===== src/lmu_pkg.sv =====
// lmu_pkg: constants, states and carrier structs for the lighting unit mode sequencer
// assumes a 40 MHz system clock standing in for the internal resistor-set oscillator
package lmu_pkg;
	// ----------------------------------------
	// register map
	// ----------------------------------------
	localparam logic [7:0] LMU_ADDR_ENABLES = 8'h08;
	localparam logic [7:0] LMU_ADDR_VOUT = 8'h0D;
	localparam logic [7:0] LMU_ADDR_FREQ = 8'h0E;
	localparam logic [7:0] LMU_ADDR_SWRST = 8'h60;
	// enables register field positions
	localparam int LMU_BIT_ACTIVE = 0;
	localparam int LMU_BIT_BOOST_EN = 1;
	localparam int LMU_BIT_AUTOLOAD = 2;
	// reset values
	localparam logic [7:0] LMU_RST_ENABLES = 8'h06;
	localparam logic [7:0] LMU_RST_VOUT = 8'h3F;
	localparam logic [7:0] LMU_RST_FREQ = 8'h07;
	// ----------------------------------------
	// timing
	// ----------------------------------------
	localparam int LMU_CLK_HZ = 40000000;
	localparam int LMU_STARTUP_MS = 10;
	localparam int LMU_STARTUP_CYC = LMU_CLK_HZ / 1000 * LMU_STARTUP_MS;
	// switching period in clocks per frequency choice (40/2, 40/1.67, 40/1)
	localparam logic [5:0] LMU_PER_2M = 6'h14;
	localparam logic [5:0] LMU_PER_1M67 = 6'h18;
	localparam logic [5:0] LMU_PER_1M = 6'h28;
	// minimum switch pulse of 25 ns is one clock
	localparam int LMU_MIN_PULSE_NS = 25;
	localparam logic [5:0] LMU_MIN_PULSE_CYC = 6'((LMU_MIN_PULSE_NS * LMU_CLK_HZ + 999999999) / 1000000000);
	// duty limit: switch on at most this many clocks of each 2 MHz period
	localparam logic [5:0] LMU_MAX_ON_2M = 6'h11;
	// ----------------------------------------
	// types
	// ----------------------------------------
	typedef enum logic [2:0] {LMU_RESET, LMU_STANDBY, LMU_INT_START, LMU_BOOST_START, LMU_NORMAL} lmu_mode_t;
	typedef struct packed {
		logic wr; // one-cycle write strobe
		logic [7:0] addr; // register address
		logic [7:0] data; // write data
	} lmu_wr_t;
	typedef struct packed {
		logic over_current; // switch node voltage too high
		logic over_voltage; // battery well above target
		logic want_on; // regulation loop requests on-time
	} lmu_prot_t;
endpackage


===== src/lmu_switch_gen.sv =====
// lmu_switch_gen: boost power switch pulse generator
// assumes period and duty limit are stable within a cycle
`timescale 1ns/10ps
module lmu_switch_gen
	import lmu_pkg::*;
(
	input wire logic sys_clk, // system clock
	input wire logic rst_n_s, // synchronised reset, active low
	input wire logic run, // converter running
	input wire logic pfm, // soft start pulse-frequency mode
	input wire logic autoload_en, // active load enabled
	input wire logic [5:0] period, // clocks per switching cycle
	input wire lmu_prot_t prot, // protection and loop inputs
	output logic sw_on, // power switch gate
	output logic bleed_on // active load gate
);
	logic [5:0] cnt_ff;
	logic sw_ff;
	logic bleed_ff;
	logic [5:0] max_on;
	logic cyc_end;
	logic min_phase;
	logic nxt_sw;
	logic inhibit;

	// ----------------------------------------
	// cycle counter and switch decision
	// ----------------------------------------
	assign max_on = period - 6'h03;
	assign cyc_end = (cnt_ff >= period - 6'h01);
	assign min_phase = (cnt_ff < LMU_MIN_PULSE_CYC);
	assign inhibit = !run || prot.over_voltage;
	// min pulse forced every cycle unless autoload off and no demand; pfm pulses only on demand
	assign nxt_sw = !inhibit && !prot.over_current && (cnt_ff < max_on) &&
		(prot.want_on || (min_phase && autoload_en && !pfm));

	always_ff @(posedge sys_clk or negedge rst_n_s)
	begin
		if (!rst_n_s)
		begin
			cnt_ff <= 6'h00;
			sw_ff <= 1'b0;
			bleed_ff <= 1'b0;
		end
		else
		begin
			cnt_ff <= (cyc_end || !run) ? 6'h00 : cnt_ff + 6'h01;
			sw_ff <= nxt_sw;
			bleed_ff <= run && autoload_en && !prot.want_on;
		end
	end

	assign sw_on = sw_ff;
	assign bleed_on = bleed_ff;
endmodule


===== src/lmu_mode_seq.sv =====
// lmu_mode_seq: operating-mode sequencer and boost digital control
// assumes register writes arrive as one-cycle strobes from the serial interface decoder
// Functional notes
// - any reset restores register defaults, clears active request, then goes standby
// - reset held while reset pin low or power-on reset active
// - any write to software reset register resets the whole device
// - when power-on reset releases, device proceeds into standby
// - active request low keeps device in standby, all functions off
// - standby accepts register writes, taking effect at power up
// - active request high runs internal startup with 10 ms delay
// - thermal shutdown disables chip, holds startup until it clears
// - boost startup after internal startup if enabled, or on enable write
// - boost startup ramps in PFM for 10 ms, then PWM
// - all LED outputs forced off during boost startup
// - normal mode accepts writes in any order, any bits at once
// - output voltage chosen by 8-bit thermometer register, nine levels
// - three switching frequencies, highest by default
// - converter and all timing derive from one oscillator
// - minimum switch pulse every cycle to avoid skipping
// - clearing autoload bit stops active load; skipping then allowed
// - over-current turns power switch off for that cycle; the code holds it off only in the clock after each over-current sample
// - over-voltage inhibits converter switching
// - duty cycle limited digitally
// - converter enable low stops boost; high again restarts via soft start
// - frequency select 1XX 2 MHz, 01X 1.67 MHz, 001 1 MHz, default 07H
// - output voltage register at 0DH, thermometer code, default 3F
`timescale 1ns/10ps
module lmu_mode_seq
	import lmu_pkg::*;
#(
	parameter int STARTUP_CYC = LMU_STARTUP_CYC // shorten in simulation
)
(
	input wire logic sys_clk, // system clock, stands in for the internal oscillator
	input wire logic rst_n, // asynchronous reset, active low
	input wire logic hw_reset_in_low, // reset pin level, active low
	input wire logic por_active, // power-on reset detector, active high
	input wire logic overtemp_shutdown, // thermal shutdown event, active high
	input wire lmu_wr_t reg_wr, // register write strobe
	input wire lmu_prot_t prot, // converter protection and loop inputs
	output lmu_mode_t mode, // current operating mode
	output logic chip_enable, // reference, bias and oscillator enable
	output logic led_force_off, // all LED outputs off
	output logic boost_pfm, // converter in pulse-frequency mode
	output logic boost_run, // converter enabled
	output logic [7:0] vout_code, // output voltage thermometer code
	output logic [3:0] vout_level, // decoded voltage step 0..8
	output logic [5:0] sw_period, // switching period in clocks
	output logic sw_on, // power switch gate
	output logic bleed_on // active load gate
);
	localparam logic [23:0] DLY_LAST = 24'(STARTUP_CYC - 1);

	// ----------------------------------------
	// reset synchroniser and reset combination
	// ----------------------------------------
	logic rst_s1_ff;
	logic rst_s2_ff;
	logic swrst_ff;
	logic pin_rst_ff;
	logic sys_rst_n;

	always_ff @(posedge sys_clk or negedge rst_n)
	begin
		if (!rst_n)
		begin
			rst_s1_ff <= 1'b0;
			rst_s2_ff <= 1'b0;
		end
		else
		begin
			rst_s1_ff <= 1'b1;
			rst_s2_ff <= rst_s1_ff;
		end
	end

	// pin and por are sampled so that the reset net stays glitch free
	always_ff @(posedge sys_clk or negedge rst_s2_ff)
	begin
		if (!rst_s2_ff)
		begin
			pin_rst_ff <= 1'b1;
			swrst_ff <= 1'b0;
		end
		else
		begin
			pin_rst_ff <= !hw_reset_in_low || por_active;
			swrst_ff <= reg_wr.wr && (reg_wr.addr == LMU_ADDR_SWRST);
		end
	end

	assign sys_rst_n = rst_s2_ff && !pin_rst_ff && !swrst_ff;

	// ----------------------------------------
	// control registers
	// ----------------------------------------
	logic [7:0] enables_ff;
	logic [7:0] vout_ff;
	logic [7:0] freq_ff;
	logic wr_en;
	logic wr_vout;
	logic wr_freq;
	logic active_req;
	logic boost_en;
	logic autoload_en;

	// writes land in any mode, standby included, and any bits may change at once
	assign wr_en = reg_wr.wr && (reg_wr.addr == LMU_ADDR_ENABLES);
	assign wr_vout = reg_wr.wr && (reg_wr.addr == LMU_ADDR_VOUT);
	assign wr_freq = reg_wr.wr && (reg_wr.addr == LMU_ADDR_FREQ);

	always_ff @(posedge sys_clk or negedge sys_rst_n)
	begin
		if (!sys_rst_n)
		begin
			enables_ff <= LMU_RST_ENABLES;
			vout_ff <= LMU_RST_VOUT;
			freq_ff <= LMU_RST_FREQ;
		end
		else
		begin
			enables_ff <= wr_en ? reg_wr.data : enables_ff;
			vout_ff <= wr_vout ? reg_wr.data : vout_ff;
			freq_ff <= wr_freq ? reg_wr.data : freq_ff;
		end
	end

	assign active_req = enables_ff[LMU_BIT_ACTIVE];
	assign boost_en = enables_ff[LMU_BIT_BOOST_EN];
	assign autoload_en = enables_ff[LMU_BIT_AUTOLOAD];

	// ----------------------------------------
	// decode of voltage and frequency fields
	// ----------------------------------------
	logic [3:0] nxt_level;
	logic [5:0] nxt_period;

	// thermometer code: count leading ones from bit 0
	always_comb
	begin
		nxt_level = 4'h0;
		for (int i = 0; i < 8; i++)
		begin
			if (vout_ff[i] && (nxt_level == 4'(i)))
				nxt_level = 4'(i + 1);
		end
	end

	// 000 is not a listed code; it falls to the slowest rate as the safest choice
	assign nxt_period = freq_ff[2] ? LMU_PER_2M : (freq_ff[1] ? LMU_PER_1M67 : LMU_PER_1M);

	// ----------------------------------------
	// mode state machine and delay counter
	// ----------------------------------------
	lmu_mode_t mode_ff;
	lmu_mode_t nxt_mode;
	logic [23:0] dly_ff;
	logic dly_done;
	logic boost_en_d_ff;
	logic boost_rise;

	assign dly_done = (dly_ff == DLY_LAST);
	assign boost_rise = boost_en && !boost_en_d_ff;

	always_comb
	begin
		nxt_mode = mode_ff;
		unique case (mode_ff)
			LMU_RESET: nxt_mode = LMU_STANDBY;
			LMU_STANDBY: if (active_req) nxt_mode = LMU_INT_START;
			LMU_INT_START:
			begin
				if (!active_req)
					nxt_mode = LMU_STANDBY;
				else if (dly_done && !overtemp_shutdown)
					nxt_mode = boost_en ? LMU_BOOST_START : LMU_NORMAL;
			end
			LMU_BOOST_START:
			begin
				if (!active_req)
					nxt_mode = LMU_STANDBY;
				else if (overtemp_shutdown)
					nxt_mode = LMU_INT_START;
				else if (!boost_en)
					nxt_mode = LMU_NORMAL;
				else if (dly_done)
					nxt_mode = LMU_NORMAL;
			end
			LMU_NORMAL:
			begin
				if (!active_req)
					nxt_mode = LMU_STANDBY;
				else if (overtemp_shutdown)
					nxt_mode = LMU_INT_START;
				else if (boost_rise)
					nxt_mode = LMU_BOOST_START;
			end
			default: nxt_mode = LMU_RESET;
		endcase
	end

	always_ff @(posedge sys_clk or negedge sys_rst_n)
	begin
		if (!sys_rst_n)
		begin
			mode_ff <= LMU_RESET;
			dly_ff <= 24'h000000;
			boost_en_d_ff <= 1'b0;
		end
		else
		begin
			mode_ff <= nxt_mode;
			// counter restarts on every mode entry and while overheated
			dly_ff <= (nxt_mode != mode_ff || overtemp_shutdown || dly_done) ? 24'h000000 : dly_ff + 24'h000001;
			boost_en_d_ff <= boost_en;
		end
	end

	// ----------------------------------------
	// registered mode outputs
	// ----------------------------------------
	logic chip_en_ff;
	logic led_off_ff;
	logic pfm_ff;
	logic run_ff;
	logic [3:0] level_ff;
	logic [5:0] period_ff;

	always_ff @(posedge sys_clk or negedge sys_rst_n)
	begin
		if (!sys_rst_n)
		begin
			chip_en_ff <= 1'b0;
			led_off_ff <= 1'b1;
			pfm_ff <= 1'b0;
			run_ff <= 1'b0;
			level_ff <= 4'h0;
			period_ff <= LMU_PER_2M;
		end
		else
		begin
			chip_en_ff <= (nxt_mode != LMU_STANDBY) && (nxt_mode != LMU_RESET) && !overtemp_shutdown;
			led_off_ff <= (nxt_mode != LMU_NORMAL);
			pfm_ff <= (nxt_mode == LMU_BOOST_START);
			run_ff <= ((nxt_mode == LMU_BOOST_START) || (nxt_mode == LMU_NORMAL)) && boost_en;
			level_ff <= nxt_level;
			period_ff <= nxt_period;
		end
	end

	assign mode = mode_ff;
	assign chip_enable = chip_en_ff;
	assign led_force_off = led_off_ff;
	assign boost_pfm = pfm_ff;
	assign boost_run = run_ff;
	assign vout_code = vout_ff;
	assign vout_level = level_ff;
	assign sw_period = period_ff;

	// ----------------------------------------
	// power switch
	// ----------------------------------------
	lmu_switch_gen u_sw
	(
		.sys_clk(sys_clk),
		.rst_n_s(sys_rst_n),
		.run(run_ff),
		.pfm(pfm_ff),
		.autoload_en(autoload_en),
		.period(period_ff),
		.prot(prot),
		.sw_on(sw_on),
		.bleed_on(bleed_on)
	);
endmodule


===== config.mk =====
export PLATFORM = sky130hd
export DESIGN_NAME = lmu_mode_seq
export DESIGN_NICKNAME = d
export VERILOG_FILES = /design/src/lmu_pkg.sv /design/src/lmu_switch_gen.sv /design/src/lmu_mode_seq.sv
export SDC_FILE = /design/constraint.sdc
export NUM_CORES = 1
export LEC_CHECK = 0
export ABC_AREA = 0
export BUFFER_PORTS_ARGS = -buffer_cell sky130_fd_sc_hd__buf_2
export CAP_MARGIN = 5
export CORE_ASPECT_RATIO = 1.2
export CORE_UTILIZATION = 45
export CTS_CLUSTER_DIAMETER = 120
export DETAILED_ROUTE_END_ITERATION = 6
export GPL_ROUTABILITY_DRIVEN = 0
export GPL_TIMING_DRIVEN = 0
export PLACE_DENSITY = 0.72
export REMOVE_ABC_BUFFERS = 1
export SLEW_MARGIN = 5
export SYNTH_ARGS = -nofsm -noshare
export SYNTH_HDL_FRONTEND = slang
export SYNTH_SLANG_ARGS = --single-unit
export TNS_END_PERCENT = 1

===== constraint.sdc =====
create_clock -name sys_clk -period 9.5 [get_ports sys_clk]
set_clock_uncertainty 0.2 [all_clocks]
set_input_delay 0 -clock sys_clk [delete_from_list [all_inputs] [get_ports sys_clk]]
set_output_delay 0 -clock sys_clk [all_outputs]
set_load 0.005 [all_outputs]

# ---- Word-level counts from Yosys, hierarchy flattened
# Cells that the tools add are included.
dict set report totals {
  out_inout_bits 27
  word_cells 115
  input_bits 25
  regBits 68
}
dict set report classes {
  muxes 24
  add_sub_neg 4
  eq_ne 21
  reduce_logical 44
  magnitude_cmp 3
}
# cell count
set ops {}
lappend ops {{two-way mux 3 bit} 11}
lappend ops {{two-way mux 4 bit} 7}
lappend ops {{logical AND 1 bit} 25}
lappend ops {{adder 24 x 1 -> 24 bit, second input constant} 1}
lappend ops {{equality test 24 x 19 -> 1 bit, second input constant} 1}
lappend ops {{equality test 8 x 4 -> 1 bit, second input constant} 3}
lappend ops {{two-way mux 24 bit} 1}
lappend ops {{two-way mux 6 bit} 3}
lappend ops {{equality test 4 x 3 -> 1 bit, second input constant} 4}
lappend ops {{case mux 3 bit (5 select lines)} 1}
lappend ops {{zero test 1 bit} 10}
lappend ops {{equality test 3 x 2 -> 1 bit, second input constant} 3}
lappend ops {{equality test 4 x 2 -> 1 bit, second input constant} 2}
lappend ops {{equality test 8 x 7 -> 1 bit, second input constant} 1}
lappend ops {{logical OR 1 bit} 7}
lappend ops {{adder 6 x 1 -> 6 bit, second input constant} 1}
lappend ops {{equality test 3 bit, second input constant} 2}
lappend ops {{greater-or-equal comparator 6 bit} 1}
lappend ops {{less-than comparator 6 x 1 -> 1 bit, second input constant} 1}
lappend ops {{less-than comparator 6 bit} 1}
lappend ops {{subtractor 6 x 1 -> 6 bit, second input constant} 1}
lappend ops {{subtractor 6 x 2 -> 6 bit, second input constant} 1}
lappend ops {{equality test 4 x 1 -> 1 bit, second input constant} 1}
lappend ops {{equality test 3 x 1 -> 1 bit, second input constant} 1}
lappend ops {{6 further kinds} 6}

# ---- Longest topological paths before layout
# Gate-level depths: netlist of the first run.
dict set report logic_depth {
  word_depth 22
  ltp_mapped 8
}

# ---- Cells and area by module
# From an unflattened synthesis of the first run, not the netlist that was laid out.
dict set report hier_totals {
  cells_unflattened 331
  area_unflattened_um2 3354.5
}
# module cells_each instances seq_area_each_um2 area_each_um2
set by_module_without_submodules {}
lappend by_module_without_submodules {lmu_mode_seq 252 1 1443.9 2631.3}
lappend by_module_without_submodules {lmu_switch_gen 79 1 200.2 723.2}

# ---- Least setup slack after synthesis of the first run
# OpenSTA, ideal clock, no wires.
dict set report synth_timing {
  path_type {flip-flop to flip-flop}
  from {register period_ff[2] (netlist: sw_period[2])}
  to {register u_sw.cnt_ff[2]}
  slack_ns 7.433
  required_ns 9.228
  n_path_buf 0
  setup_ns 0.072
  arrival_time_ns 1.795
  stages_incl_launch_ff 9
  cell_sequence {dfstp_2 > inv_1 > ha_1 > ha_1 > a21o_1 > a21oi_1 > o21ai_0 > a21o_1 > nor2_1}
}
dict set report synth_via {
  elab_chain_len 4
}
# item line
set synth_lines {}
lappend synth_lines {{from (decl)} lmu_mode_seq.sv:227} ;# logic [5:0] period_ff;
lappend synth_lines {{from (signal assigned)} lmu_mode_seq.sv:247} ;# period_ff <= nxt_period;
lappend synth_lines {{subtractor 6 x 1 -> 6 bit} lmu_switch_gen.sv:30} ;# assign cyc_end = (cnt_ff >= period - 6'h01);
lappend synth_lines {{greater-or-equal comparator 6 bit} lmu_switch_gen.sv:30}
lappend synth_lines {{logical OR 1 bit} lmu_switch_gen.sv:47} ;# cnt_ff <= (cyc_end || !run) ? 6'h00 : cnt_ff + 6'h01;
lappend synth_lines {{two-way mux 6 bit} lmu_switch_gen.sv:47}
lappend synth_lines {{to (signal assigned)} lmu_switch_gen.sv:47}
lappend synth_lines {{to (decl)} lmu_switch_gen.sv:17} ;# logic [5:0] cnt_ff;
# Every way passes these cells.
# A chain may end at the register's enable or synchronous reset.

# ---- Worst setup path after layout of the first run
dict set report layout_timing {
  from {register period_ff[2] (netlist: sw_period[2])}
  to {register u_sw.sw_ff (netlist: u_sw.sw_on)}
}
dict set report layout_via {
  elab_chain_len 4
}
# item line
set layout_lines {}
lappend layout_lines {{subtractor 6 x 2 -> 6 bit} lmu_switch_gen.sv:29} ;# assign max_on = period - 6'h03;
lappend layout_lines {{less-than comparator 6 bit} lmu_switch_gen.sv:34} ;# assign nxt_sw = !inhibit && !prot.over_current && (cnt_ff < max_on) &&
lappend layout_lines {{logical AND 1 bit (2 in series)} lmu_switch_gen.sv:34}
lappend layout_lines {{named net u_sw.nxt_sw} lmu_switch_gen.sv:23} ;# logic nxt_sw;
lappend layout_lines {{to (signal assigned)} lmu_switch_gen.sv:48} ;# sw_ff <= nxt_sw;
lappend layout_lines {{to (decl)} lmu_switch_gen.sv:18} ;# logic sw_ff;
# The timed path passes the listed nets, and every way through them passes these cells.

==> results.cfg, run 1 <==
[drt]
detail_route.wl_per_cell_um = 13.0
drt_wl_total_mm = 6.02
ant_nets = 0
first_pass_iters = 4
drc = 0
dr_total_vias = 2339
first_iter_violations = 96
viasPerCell = 5.04

[cts]
tritoncts = yes
cts_max_level = 3
ctsRootBufferMaster = sky130_fd_sc_hd__clkbuf_8
numClockSinks = 65
insertion_delay_to_the_later_sink_of_the_worst_skew_pair_ns = 0.33
post_cts.resized_instances = 0
tritoncts.num_buffers = 9
clkSlewWorstSetupHoldPaths_ns = 0.07
clock_tree.buffer_depth = 2

[timing]
worstMarginPinSlew_ns = 0.759
fraction_of_the_cycle_the_final_worst_path_needs = 0.284
hold_viol_final = 0
fmaxAchievable_ghz = 0.370
post_layout_minimum_cycle_time_ns = 2.70
maxSlewHeadroom = 0.489
slew_viol_final = 0
timing.final.setup_violations = 0
fin_setup_tns_ns = 0
grt_setup_unrepaired = false
worst_hold_slack_ns = 0.00929

[global_routing]
pin_count_of_the_biggest_net_entering_global_routing = 18
total_overflow_reported_by_the_global_router = 0
grt.total_usage = 0.191
grt_antenna_before_repair = 0
grt_first_pass_wirelength_mm = 10.6
grt_pass1_vias = 2339

[setup_path]
worst_endpoint_data_arrival_time_ns = 2.78
cp_cell_sequence = inv_1 -> ha_1 -> ha_1 -> a21o_1 -> a21oi_1 -> o21ai_0 -> nor4_1 -> dlygate4sd3_1
slowest_delay_ns = 0.58
cp_max_fo = 4
critical_path.top_delay_family = buffers and inverters
timing.critical_path.mode_cell = sky130_fd_sc_hd__ha_1
worst_setup_path_end_kind = flip-flop
critical_path.startpoint_type = flip-flop
worst_path_max_delay_cell = sky130_fd_sc_hd__dlygate4sd3_1
required_ns = 9.58
path_class = flip-flop to flip-flop
worstPathBufferInverterCount = 2

[synthesis]
mappedNetlistArea_sq_um = 3100
synth_cells = 287
ys_ff_latch = 65
warning_count_from_the_yosys_run = 0
synth_seq_area_share = 0.530
synth.distinct_cells = 50
synth_edf_count = 0
postSynth.asyncResetShare = 1.00
post_synth.cell_area_avg_sq_um = 10.8
yosys_most_used_dff = sky130_fd_sc_hd__dfrtp_1

[flow_run]
drv.max_cap_violation_count = 0

[floorplanning]
die_w_um = 77.8
design.die.area_sq_um = 7240
chipHeight_um = 93.0
floorplan.io_pins = 52
initial_core_util = 0.473
rows = 32
core_area_sq_um = 6570

[place]
placement.cell_area_sq_um = 3500
hpwl_mm = 4.19
port-buffer-count = 49

[power_and_ir_drop]
fin_total_pwr_mw = 0.599
power_density_nw_per_um2 = 151
static-leakage-power_nw = 1.88
vdd_ir_drop_max_mv = 0.117

[cells_and_area]
synthToLayoutAreaGrowth_pct = 28.2
post_layout_net_count = 407
insertedDiodeCount = 0
fill_cells = 558
layout_cell_share_with_drive_strength_beyond_1 = 0.290
post-route-cell-area_sq_um = 3980

[status]
run_status = completed

[worst_hold_path]
min_path_type = flip-flop to async pin
flip-flops by register name, indices dropped and copies added (netlist names), 2 cells and up:
register and count:
dly_ff 24, sw_period 4, enables_ff 3, vout_level 4, u_sw.cnt_ff 6, mode 3
freq_ff 2, vout_code 8
through the flow:
stage	setup slack, ns	util	std cells
floorplan	2.79	-	282
global placement	0.636	0.521	416
detailed placement	7.27	0.533	422
CTS	6.83	0.606	464
global route	6.70	0.606	464
finish	6.80	0.606	464
kinds of logic after synthesis:
kind of cell	share of synthesized area
other	0.00242
multiplexers	0.0472
XOR/XNOR	0.0790
buffers and inverters	0.0298
flip-flops	0.530
AND/OR/NAND/NOR	0.226
adder cells (fa/ha/maj)	0.0322
AO/OA/AOI/OAI	0.0536
placed cells by master, fill, tap and decap left out, drive strengths merged, types with 2 or more instances in the layout:
master / instances
nand2: 19
xor2: 20
and2: 2
dfstp: 14
and2b: 2
a21o: 4
dlygate4sd3: 26
dfrtp: 51
nor3b: 2
nor2b: 3
nor4: 6
nor2: 42
nor4b: 2
nand3: 15
nor3: 6
and4: 6
and3: 4
o21ai: 4
clkinv: 3
xnor2: 8
ha: 8
or3: 2
buf: 55
mux2: 13
nand4: 4
bufinv: 2
nand4b: 2
inv: 15
nand2b: 5
clkbuf: 11
conb: 3
a21oi: 4
power by group:
part           switching, mW  total, mW  internal [mW]
sequential           0.00698      0.294          0.287
combinational         0.0223     0.0472         0.0249
clock                  0.104      0.258          0.155
total                  0.133      0.599          0.466
layer usage:
layer	track usage	share of wire	wire length (um)	vias up
met5	0	0	0	-
met2	0.310	0.51	3070	40
met4	0.0833	0.016	97	0
met1	0.238	0.45	2690	1133
li1	-	-	-	1159
met3	0.0507	0.027	162	7
synth_stat cells (2+ instances only):
| cell type | n | area (sq um) |
|---|---|---|
| sky130_fd_sc_hd__nand2b_1 | 5 | 31.3 |
| sky130_fd_sc_hd__a21o_1 | 4 | 30.0 |
| sky130_fd_sc_hd__buf_4 | 3 | 22.5 |
| sky130_fd_sc_hd__nand4_1 | 4 | 25.0 |
| sky130_fd_sc_hd__xnor2_1 | 8 | 70.1 |
| sky130_fd_sc_hd__nor4_1 | 5 | 31.3 |
| sky130_fd_sc_hd__buf_2 | 2 | 10.0 |
| sky130_fd_sc_hd__mux2_2 | 13 | 146 |
| sky130_fd_sc_hd__nand2_1 | 19 | 71.3 |
| sky130_fd_sc_hd__and3_1 | 4 | 25.0 |
| sky130_fd_sc_hd__and2b_1 | 2 | 15.0 |
| sky130_fd_sc_hd__a21oi_1 | 3 | 15.0 |
| sky130_fd_sc_hd__dfrtp_1 | 51 | 1280 |
| sky130_fd_sc_hd__nor2b_1 | 3 | 18.8 |
| sky130_fd_sc_hd__nor3b_1 | 2 | 15.0 |
| sky130_fd_sc_hd__nor2_1 | 42 | 158 |
| sky130_fd_sc_hd__and4_1 | 5 | 43.8 |
| sky130_fd_sc_hd__or3_1 | 2 | 12.5 |
| sky130_fd_sc_hd__nor3_1 | 6 | 30.0 |
| sky130_fd_sc_hd__nand4b_1 | 2 | 17.5 |
| sky130_fd_sc_hd__dfstp_2 | 14 | 368 |
| sky130_fd_sc_hd__nand3_1 | 14 | 70.1 |
| sky130_fd_sc_hd__nor4b_2 | 2 | 30.0 |
| sky130_fd_sc_hd__conb_1 | 2 | 7.51 |
| sky130_fd_sc_hd__ha_1 | 8 | 100 |
| sky130_fd_sc_hd__o21ai_0 | 4 | 20.0 |
| sky130_fd_sc_hd__and2_1 | 2 | 12.5 |
| sky130_fd_sc_hd__inv_1 | 15 | 56.3 |
| sky130_fd_sc_hd__xor2_1 | 20 | 175 |
worst reg2reg max path: stages (launching register included):
cell and delay, ns:
sky130_fd_sc_hd__dfstp_2 0.56, sky130_fd_sc_hd__inv_1 0.05, sky130_fd_sc_hd__ha_1 0.29, sky130_fd_sc_hd__ha_1 0.29
sky130_fd_sc_hd__a21o_1 0.16, sky130_fd_sc_hd__a21oi_1 0.12, sky130_fd_sc_hd__o21ai_0 0.13, sky130_fd_sc_hd__nor4_1 0.26
sky130_fd_sc_hd__dlygate4sd3_1 0.58
worst paths after layout:
| check | cells past startpoint | slack, ns | from | end |
|---|---|---|---|---|
| min in group sys_clk | 4 | 0.12 | reg_wr[8] | enables_ff[1] |
| setup reg to reg | 8 | 6.80 | sw_period[2] | u_sw.sw_on |
| max in group asynchronous | 4 | 7.86 | rst_s2_ff | led_force_off |
| setup / recovery | 8 | 6.80 | sw_period[2] | u_sw.sw_on |
| hold / removal | 0 | 0.009 | rst_s2_ff | pin_rst_ff |
| hold reg to reg | 0 | 0.009 | rst_s2_ff | pin_rst_ff |
area by class of cell:
cell class,count,area [sq um],area share
Clock buffer,11,141,0.0355
Clock inverter,5,78.8,0.0198
Inverter,15,56.3,0.0141
Multi-Input combinational cell,202,1380,0.347
Sequential cell,65,1640,0.413
Tap cell,85,106,0.0267
Timing Repair Buffer,81,573,0.144
timing repair:
action	in CTS	in global routing
hold buffers	26	0
buffers inserted	0	0
endpoints found under the hold margin	21	0
No activity file was read; power rests on OpenSTA's default activity.
==> run 2, diff against run 1 <==
--- a/config.mk
+++ b/config.mk
@@ -14,7 +14,7 @@
 export DETAILED_ROUTE_END_ITERATION = 6
 export GPL_ROUTABILITY_DRIVEN = 0
 export GPL_TIMING_DRIVEN = 0
-export PLACE_DENSITY = 0.72
+export PLACE_DENSITY = 0.75
 export REMOVE_ABC_BUFFERS = 1
 export SLEW_MARGIN = 5
 export SYNTH_ARGS = -nofsm -noshare
==> constraint.sdc (replaced) <==
create_clock -name sys_clk -period 2.4 [get_ports sys_clk]
set_clock_uncertainty 0.2 [all_clocks]
set_input_delay 0 -clock sys_clk [delete_from_list [all_inputs] [get_ports sys_clk]]
set_output_delay 0 -clock sys_clk [all_outputs]
set_load 0.005 [all_outputs]
==> results.cfg, run 2 (same netlist as run 1, synthesis figures left out) <==
[status]
run_status = completed

[cells_and_area]
utilization = 0.606
synthToLayoutAreaGrowth_pct = 28.3
fill_cells = 551
layout_commonest_cell = sky130_fd_sc_hd__dfrtp_1
largest_reg_flops = 24
post_layout_net_count = 406
insertedDiodeCount = 0
layout.cells.most_common_list = 51 x sky130_fd_sc_hd__dfrtp_1, 49 x sky130_fd_sc_hd__buf_2, 42 x sky130_fd_sc_hd__nor2_1
layout_cell_share_with_drive_strength_beyond_1 = 0.291
largest_register_by_flop_count = dly_ff

[global_routing]
total_overflow_reported_by_the_global_router = 0
grt_pass1_vias = 2390
grt.total_usage = 0.184
pin_count_of_the_biggest_net_entering_global_routing = 14
grt_antenna_before_repair = 0
grt_first_pass_wirelength_mm = 10.4

[setup_path]
critical_path.startpoint_type = flip-flop
cp_max_fo = 6
rr_startpoint = sw_period[2]
worst_endpoint_data_arrival_time_ns = 2.33
worst_setup_path_end_kind = flip-flop
worstRegToRegCells = 8
path_class = flip-flop to flip-flop
ff2ff_setup_slack_ns = 0.15
required_ns = 2.47
r2r_end = u_sw.cnt_ff[3]

[drt]
ant_nets = 0
drt_wl_total_mm = 6.00
detail_route.wl_per_cell_um = 13.0
dr_total_vias = 2334
viasPerCell = 5.04
drc = 0
first_iter_violations = 97
first_pass_iters = 4

[cts]
cts.repair_timing.setup_buffer_count = 0
cts_max_level = 3
numClockSinks = 65
clkSlewWorstSetupHoldPaths_ns = 0.07
insertion_delay_to_the_later_sink_of_the_worst_skew_pair_ns = 0.34
ctsRootBufferMaster = sky130_fd_sc_hd__clkbuf_8
tritoncts.num_buffers = 9
clock_tree.buffer_depth = 2
tritoncts = yes

[timing]
maxSlewHeadroom = 0.477
worst_hold_slack_ns = 0.00840
post_layout_minimum_cycle_time_ns = 2.25
timing.final.setup_violations = 0
fmaxAchievable_ghz = 0.444
grt_setup_unrepaired = true
slew_viol_final = 0
hold_viol_final = 0
fraction_of_the_cycle_the_final_worst_path_needs = 0.939
worstMarginPinSlew_ns = 0.777
final.setup.worst_slack_ns = 0.145

[floorplanning]
chipHeight_um = 93.0
die_w_um = 77.8
floorplan.io_pins = 52
core_area_sq_um = 6570
rows = 32
initial_core_util = 0.473
design.die.area_sq_um = 7240

[place]
port-buffer-count = 49
pre_cts_slack_ns = 0.168
hpwl_mm = 4.18

[power_and_ir_drop]
vdd_ir_drop_max_mv = 0.505
static-leakage-power_nw = 1.87
power_density_nw_per_um2 = 620

[flow_run]
drv.max_cap_violation_count = 0

[worst_hold_path]
min_path_type = flip-flop to async pin
## run 2: worst max-delay path by stage
stage | startpoint | endpoint | slack [ns] | depth (start not counted)
after floorplan | rst_s2_ff | boost_en_d_ff | -4.31 | 1
after global placement | rst_s2_ff | u_sw.cnt_ff[3] | -6.42 | 1
after detailed placement | sw_period[2] | u_sw.cnt_ff[3] | 0.17 | 8
after CTS | sw_period[2] | u_sw.cnt_ff[3] | 0.15 | 8
after global routing | sw_period[2] | u_sw.cnt_ff[2] | -0.008 | 8
final | sw_period[2] | u_sw.cnt_ff[3] | 0.15 | 8
## run 2: worst max-delay path: stages (launching register included)
cell and delay [ns]:
sky130_fd_sc_hd__dfstp_2 0.56, sky130_fd_sc_hd__inv_1 0.05, sky130_fd_sc_hd__ha_1 0.29, sky130_fd_sc_hd__ha_1 0.29
sky130_fd_sc_hd__a21o_1 0.16, sky130_fd_sc_hd__a21oi_1 0.16, sky130_fd_sc_hd__o21ai_0 0.12, sky130_fd_sc_hd__a21o_1 0.23
sky130_fd_sc_hd__nor2_1 0.12
## run 2: cell type report
class,instances,area (sq um),area share
clock buffers,10,128,0.0321
clock inverters,6,115,0.0289
multi-input cells,202,1380,0.347
flip-flops and latches,65,1640,0.413
well taps,85,106,0.0267
inverters,15,56.3,0.0141
repair buffers,80,552,0.139
## run 2: through the flow
stage / cells / total power, mW / TNS [ns] / instance area [sq um]
finish: 463 / 2.47 / 0 / 3980
floorplan: 282 / 1.26 / -241.47 / 3070
CTS: 463 / 2.49 / 0 / 3980
detailed placement: 422 / 1.34 / 0 / 3490
global placement: 416 / 1.32 / -370.34 / 3420
global route: 463 / 2.57 / -0.00803 / 3980
## run 2: metal layers
layer  wire [um]  global-route usage  share of wire
met1        2720               0.224           0.45
met2        2990               0.313           0.50
met3         186              0.0293          0.031
met4          96              0.0959          0.016
met5           0                   0              0
## run 2: what timing repair did
action | 4_1_cts | 5_1_grt
endpoints found under the hold margin | 21 | 0
hold buffers | 25 | 0
setup endpoints to repair | 0 | 2
resized for setup | 0 | 0
## run 2: power breakdown
group | switching (mW) | total, mW | internal (mW)
Combinational | 0.0874 | 0.184 | 0.0961
Clock | 0.426 | 1.12 | 0.696
Sequential | 0.0286 | 1.16 | 1.13
==> run 3, diff against run 2 <==
--- a/config.mk
+++ b/config.mk
@@ -16,6 +16,7 @@
 export GPL_TIMING_DRIVEN = 0
 export PLACE_DENSITY = 0.75
 export REMOVE_ABC_BUFFERS = 1
+export SETUP_SLACK_MARGIN = 0.15
 export SLEW_MARGIN = 5
 export SYNTH_ARGS = -nofsm -noshare
 export SYNTH_HDL_FRONTEND = slang
==> results.cfg, run 3 (same netlist as run 1, synthesis figures left out) <==
[drt]
ant_nets = 0
first_pass_iters = 4
drc = 0
first_iter_violations = 129
viasPerCell = 5.01
detail_route.wl_per_cell_um = 12.9
drt_wl_total_mm = 6.00
dr_total_vias = 2323

[worst_hold_path]
min_path_type = flip-flop to async pin

[floorplanning]
core_area_sq_um = 6570
floorplan.io_pins = 52
chipHeight_um = 93.0
design.die.area_sq_um = 7240
rows = 32
die_w_um = 77.8
initial_core_util = 0.473

[setup_path]
endpoint_of_the_most_critical_setup_path = u_sw.cnt_ff[0]
ff2ff_setup_slack_ns = 0.27
worst_setup_path_end_kind = flip-flop
rr_startpoint = sw_period[2]
worstSetupStartpoint = sw_period[2]
worst_path_max_delay_cell = sky130_fd_sc_hd__dfstp_2
worstRegToRegCells = 8
timing.critical_path.mode_cell = sky130_fd_sc_hd__a21o_1
worst_endpoint_data_arrival_time_ns = 2.20
slowest_delay_ns = 0.54
path_class = flip-flop to flip-flop
critical_path.startpoint_type = flip-flop
r2r_end = u_sw.cnt_ff[0]
cp_cell_sequence = inv_1 -> ha_1 -> ha_4 -> a21o_1 -> a21oi_2 -> o21ai_1 -> a21o_1 -> nor2_1
cp_max_fo = 6
required_ns = 2.47

[timing]
grt_setup_unrepaired = true
fraction_of_the_cycle_the_final_worst_path_needs = 0.888
post_layout_minimum_cycle_time_ns = 2.13
maxSlewHeadroom = 0.477
worstMarginPinSlew_ns = 0.777
worst_hold_slack_ns = 0.00840
fmaxAchievable_ghz = 0.469
hold_viol_final = 0
slew_viol_final = 0
timing.final.setup_violations = 0

[cells_and_area]
fill_cells = 548
post_layout_net_count = 407
layout_commonest_cell = sky130_fd_sc_hd__dfrtp_1
largest_reg_flops = 24
utilization = 0.610
insertedDiodeCount = 0
layout.cells.most_common_list = 51 x sky130_fd_sc_hd__dfrtp_1, 49 x sky130_fd_sc_hd__buf_2, 41 x sky130_fd_sc_hd__nor2_1
synthToLayoutAreaGrowth_pct = 29.1
layout_cell_share_with_drive_strength_beyond_1 = 0.301
final_cells = 464
largest_register_by_flop_count = dly_ff

[global_routing]
grt.total_usage = 0.184
grt_antenna_before_repair = 0
grt_first_pass_wirelength_mm = 10.4
pin_count_of_the_biggest_net_entering_global_routing = 14
total_overflow_reported_by_the_global_router = 0
grt_pass1_vias = 2394

[place]
placed_cells = 422
port-buffer-count = 49
hpwl_mm = 4.18

[power_and_ir_drop]
power_density_nw_per_um2 = 616
vdd_ir_drop_max_mv = 0.506
fin_total_pwr_mw = 2.47
static-leakage-power_nw = 1.88

[cts]
ctsRootBufferMaster = sky130_fd_sc_hd__clkbuf_8
tritoncts = yes
clock_tree.buffer_depth = 2
cts_max_level = 3
numClockSinks = 65
clkSlewWorstSetupHoldPaths_ns = 0.07
insertion_delay_to_the_later_sink_of_the_worst_skew_pair_ns = 0.34
tritoncts.num_buffers = 9

[flow_run]
drv.max_cap_violation_count = 0

[status]
run_status = completed
-- run 3: layout make-up --
class | count | area (sq um) | share of cell area
clock buffer | 10 | 128 | 0.0318
clock inverter | 6 | 115 | 0.0287
inverter | 15 | 56.3 | 0.0140
multi-input combinational | 202 | 1400 | 0.349
sequential | 65 | 1640 | 0.410
tap | 85 | 106 | 0.0265
timing repair buffer | 81 | 559 | 0.140
-- run 3: repair_timing --
action / CTS / global route
setup buffers: 1 / 0
gates resized for setup: 0 / 4
endpoints found under the setup margin: 1 / 18
hold buffers: 25 / 0
pin swaps: 0 / 2
hold endpoints to repair: 21 / 0
-- run 3: worst min-delay path by stage --
stage / start / endpoint / depth (start not counted)
floorplan: rst_n / rst_s1_ff / 0
global placement: rst_n / rst_s1_ff / 1
detailed placement: rst_n / rst_s2_ff / 1
CTS: rst_s2_ff / pin_rst_ff / 0
global route: rst_s2_ff / pin_rst_ff / 0
finish: rst_s2_ff / pin_rst_ff / 0
-- run 3: report_power, final --
part / switching, mW / total, mW / internal, mW
Clock: 0.424 / 1.12 / 0.696
Combinational: 0.0893 / 0.188 / 0.0985
Sequential: 0.0282 / 1.16 / 1.13
-- run 3: critical path: cells and delay by family, from the launching register on --
| family | cells | cell delay [ns] |
|---|---|---|
| AO/OA/AOI/OAI | 4 | 0.61 |
| AND/OR/NAND/NOR | 1 | 0.12 |
| adder cells (fa/ha/maj) | 2 | 0.54 |
| flip-flops | 1 | 0.54 |
| buffers and inverters | 1 | 0.04 |
-- run 3: metal layers --
layer  vias up  track usage  wire, um
met5         -            0         0
li1       1151            -         -
met4         0       0.0959        96
met2        50        0.313      2990
met1      1111        0.223      2730
met3        11       0.0293       181
-- run 3: stage by stage --
step / setup TNS, ns / instance area, sq um / worst slack (ns)
finish: 0 / 4010 / 0.268
global route: 0 / 4010 / 0.123
CTS: 0 / 3990 / 0.190
detailed placement: 0 / 3490 / 0.168
global placement: -370.34 / 3420 / -6.42
floorplan: -241.47 / 3070 / -4.31
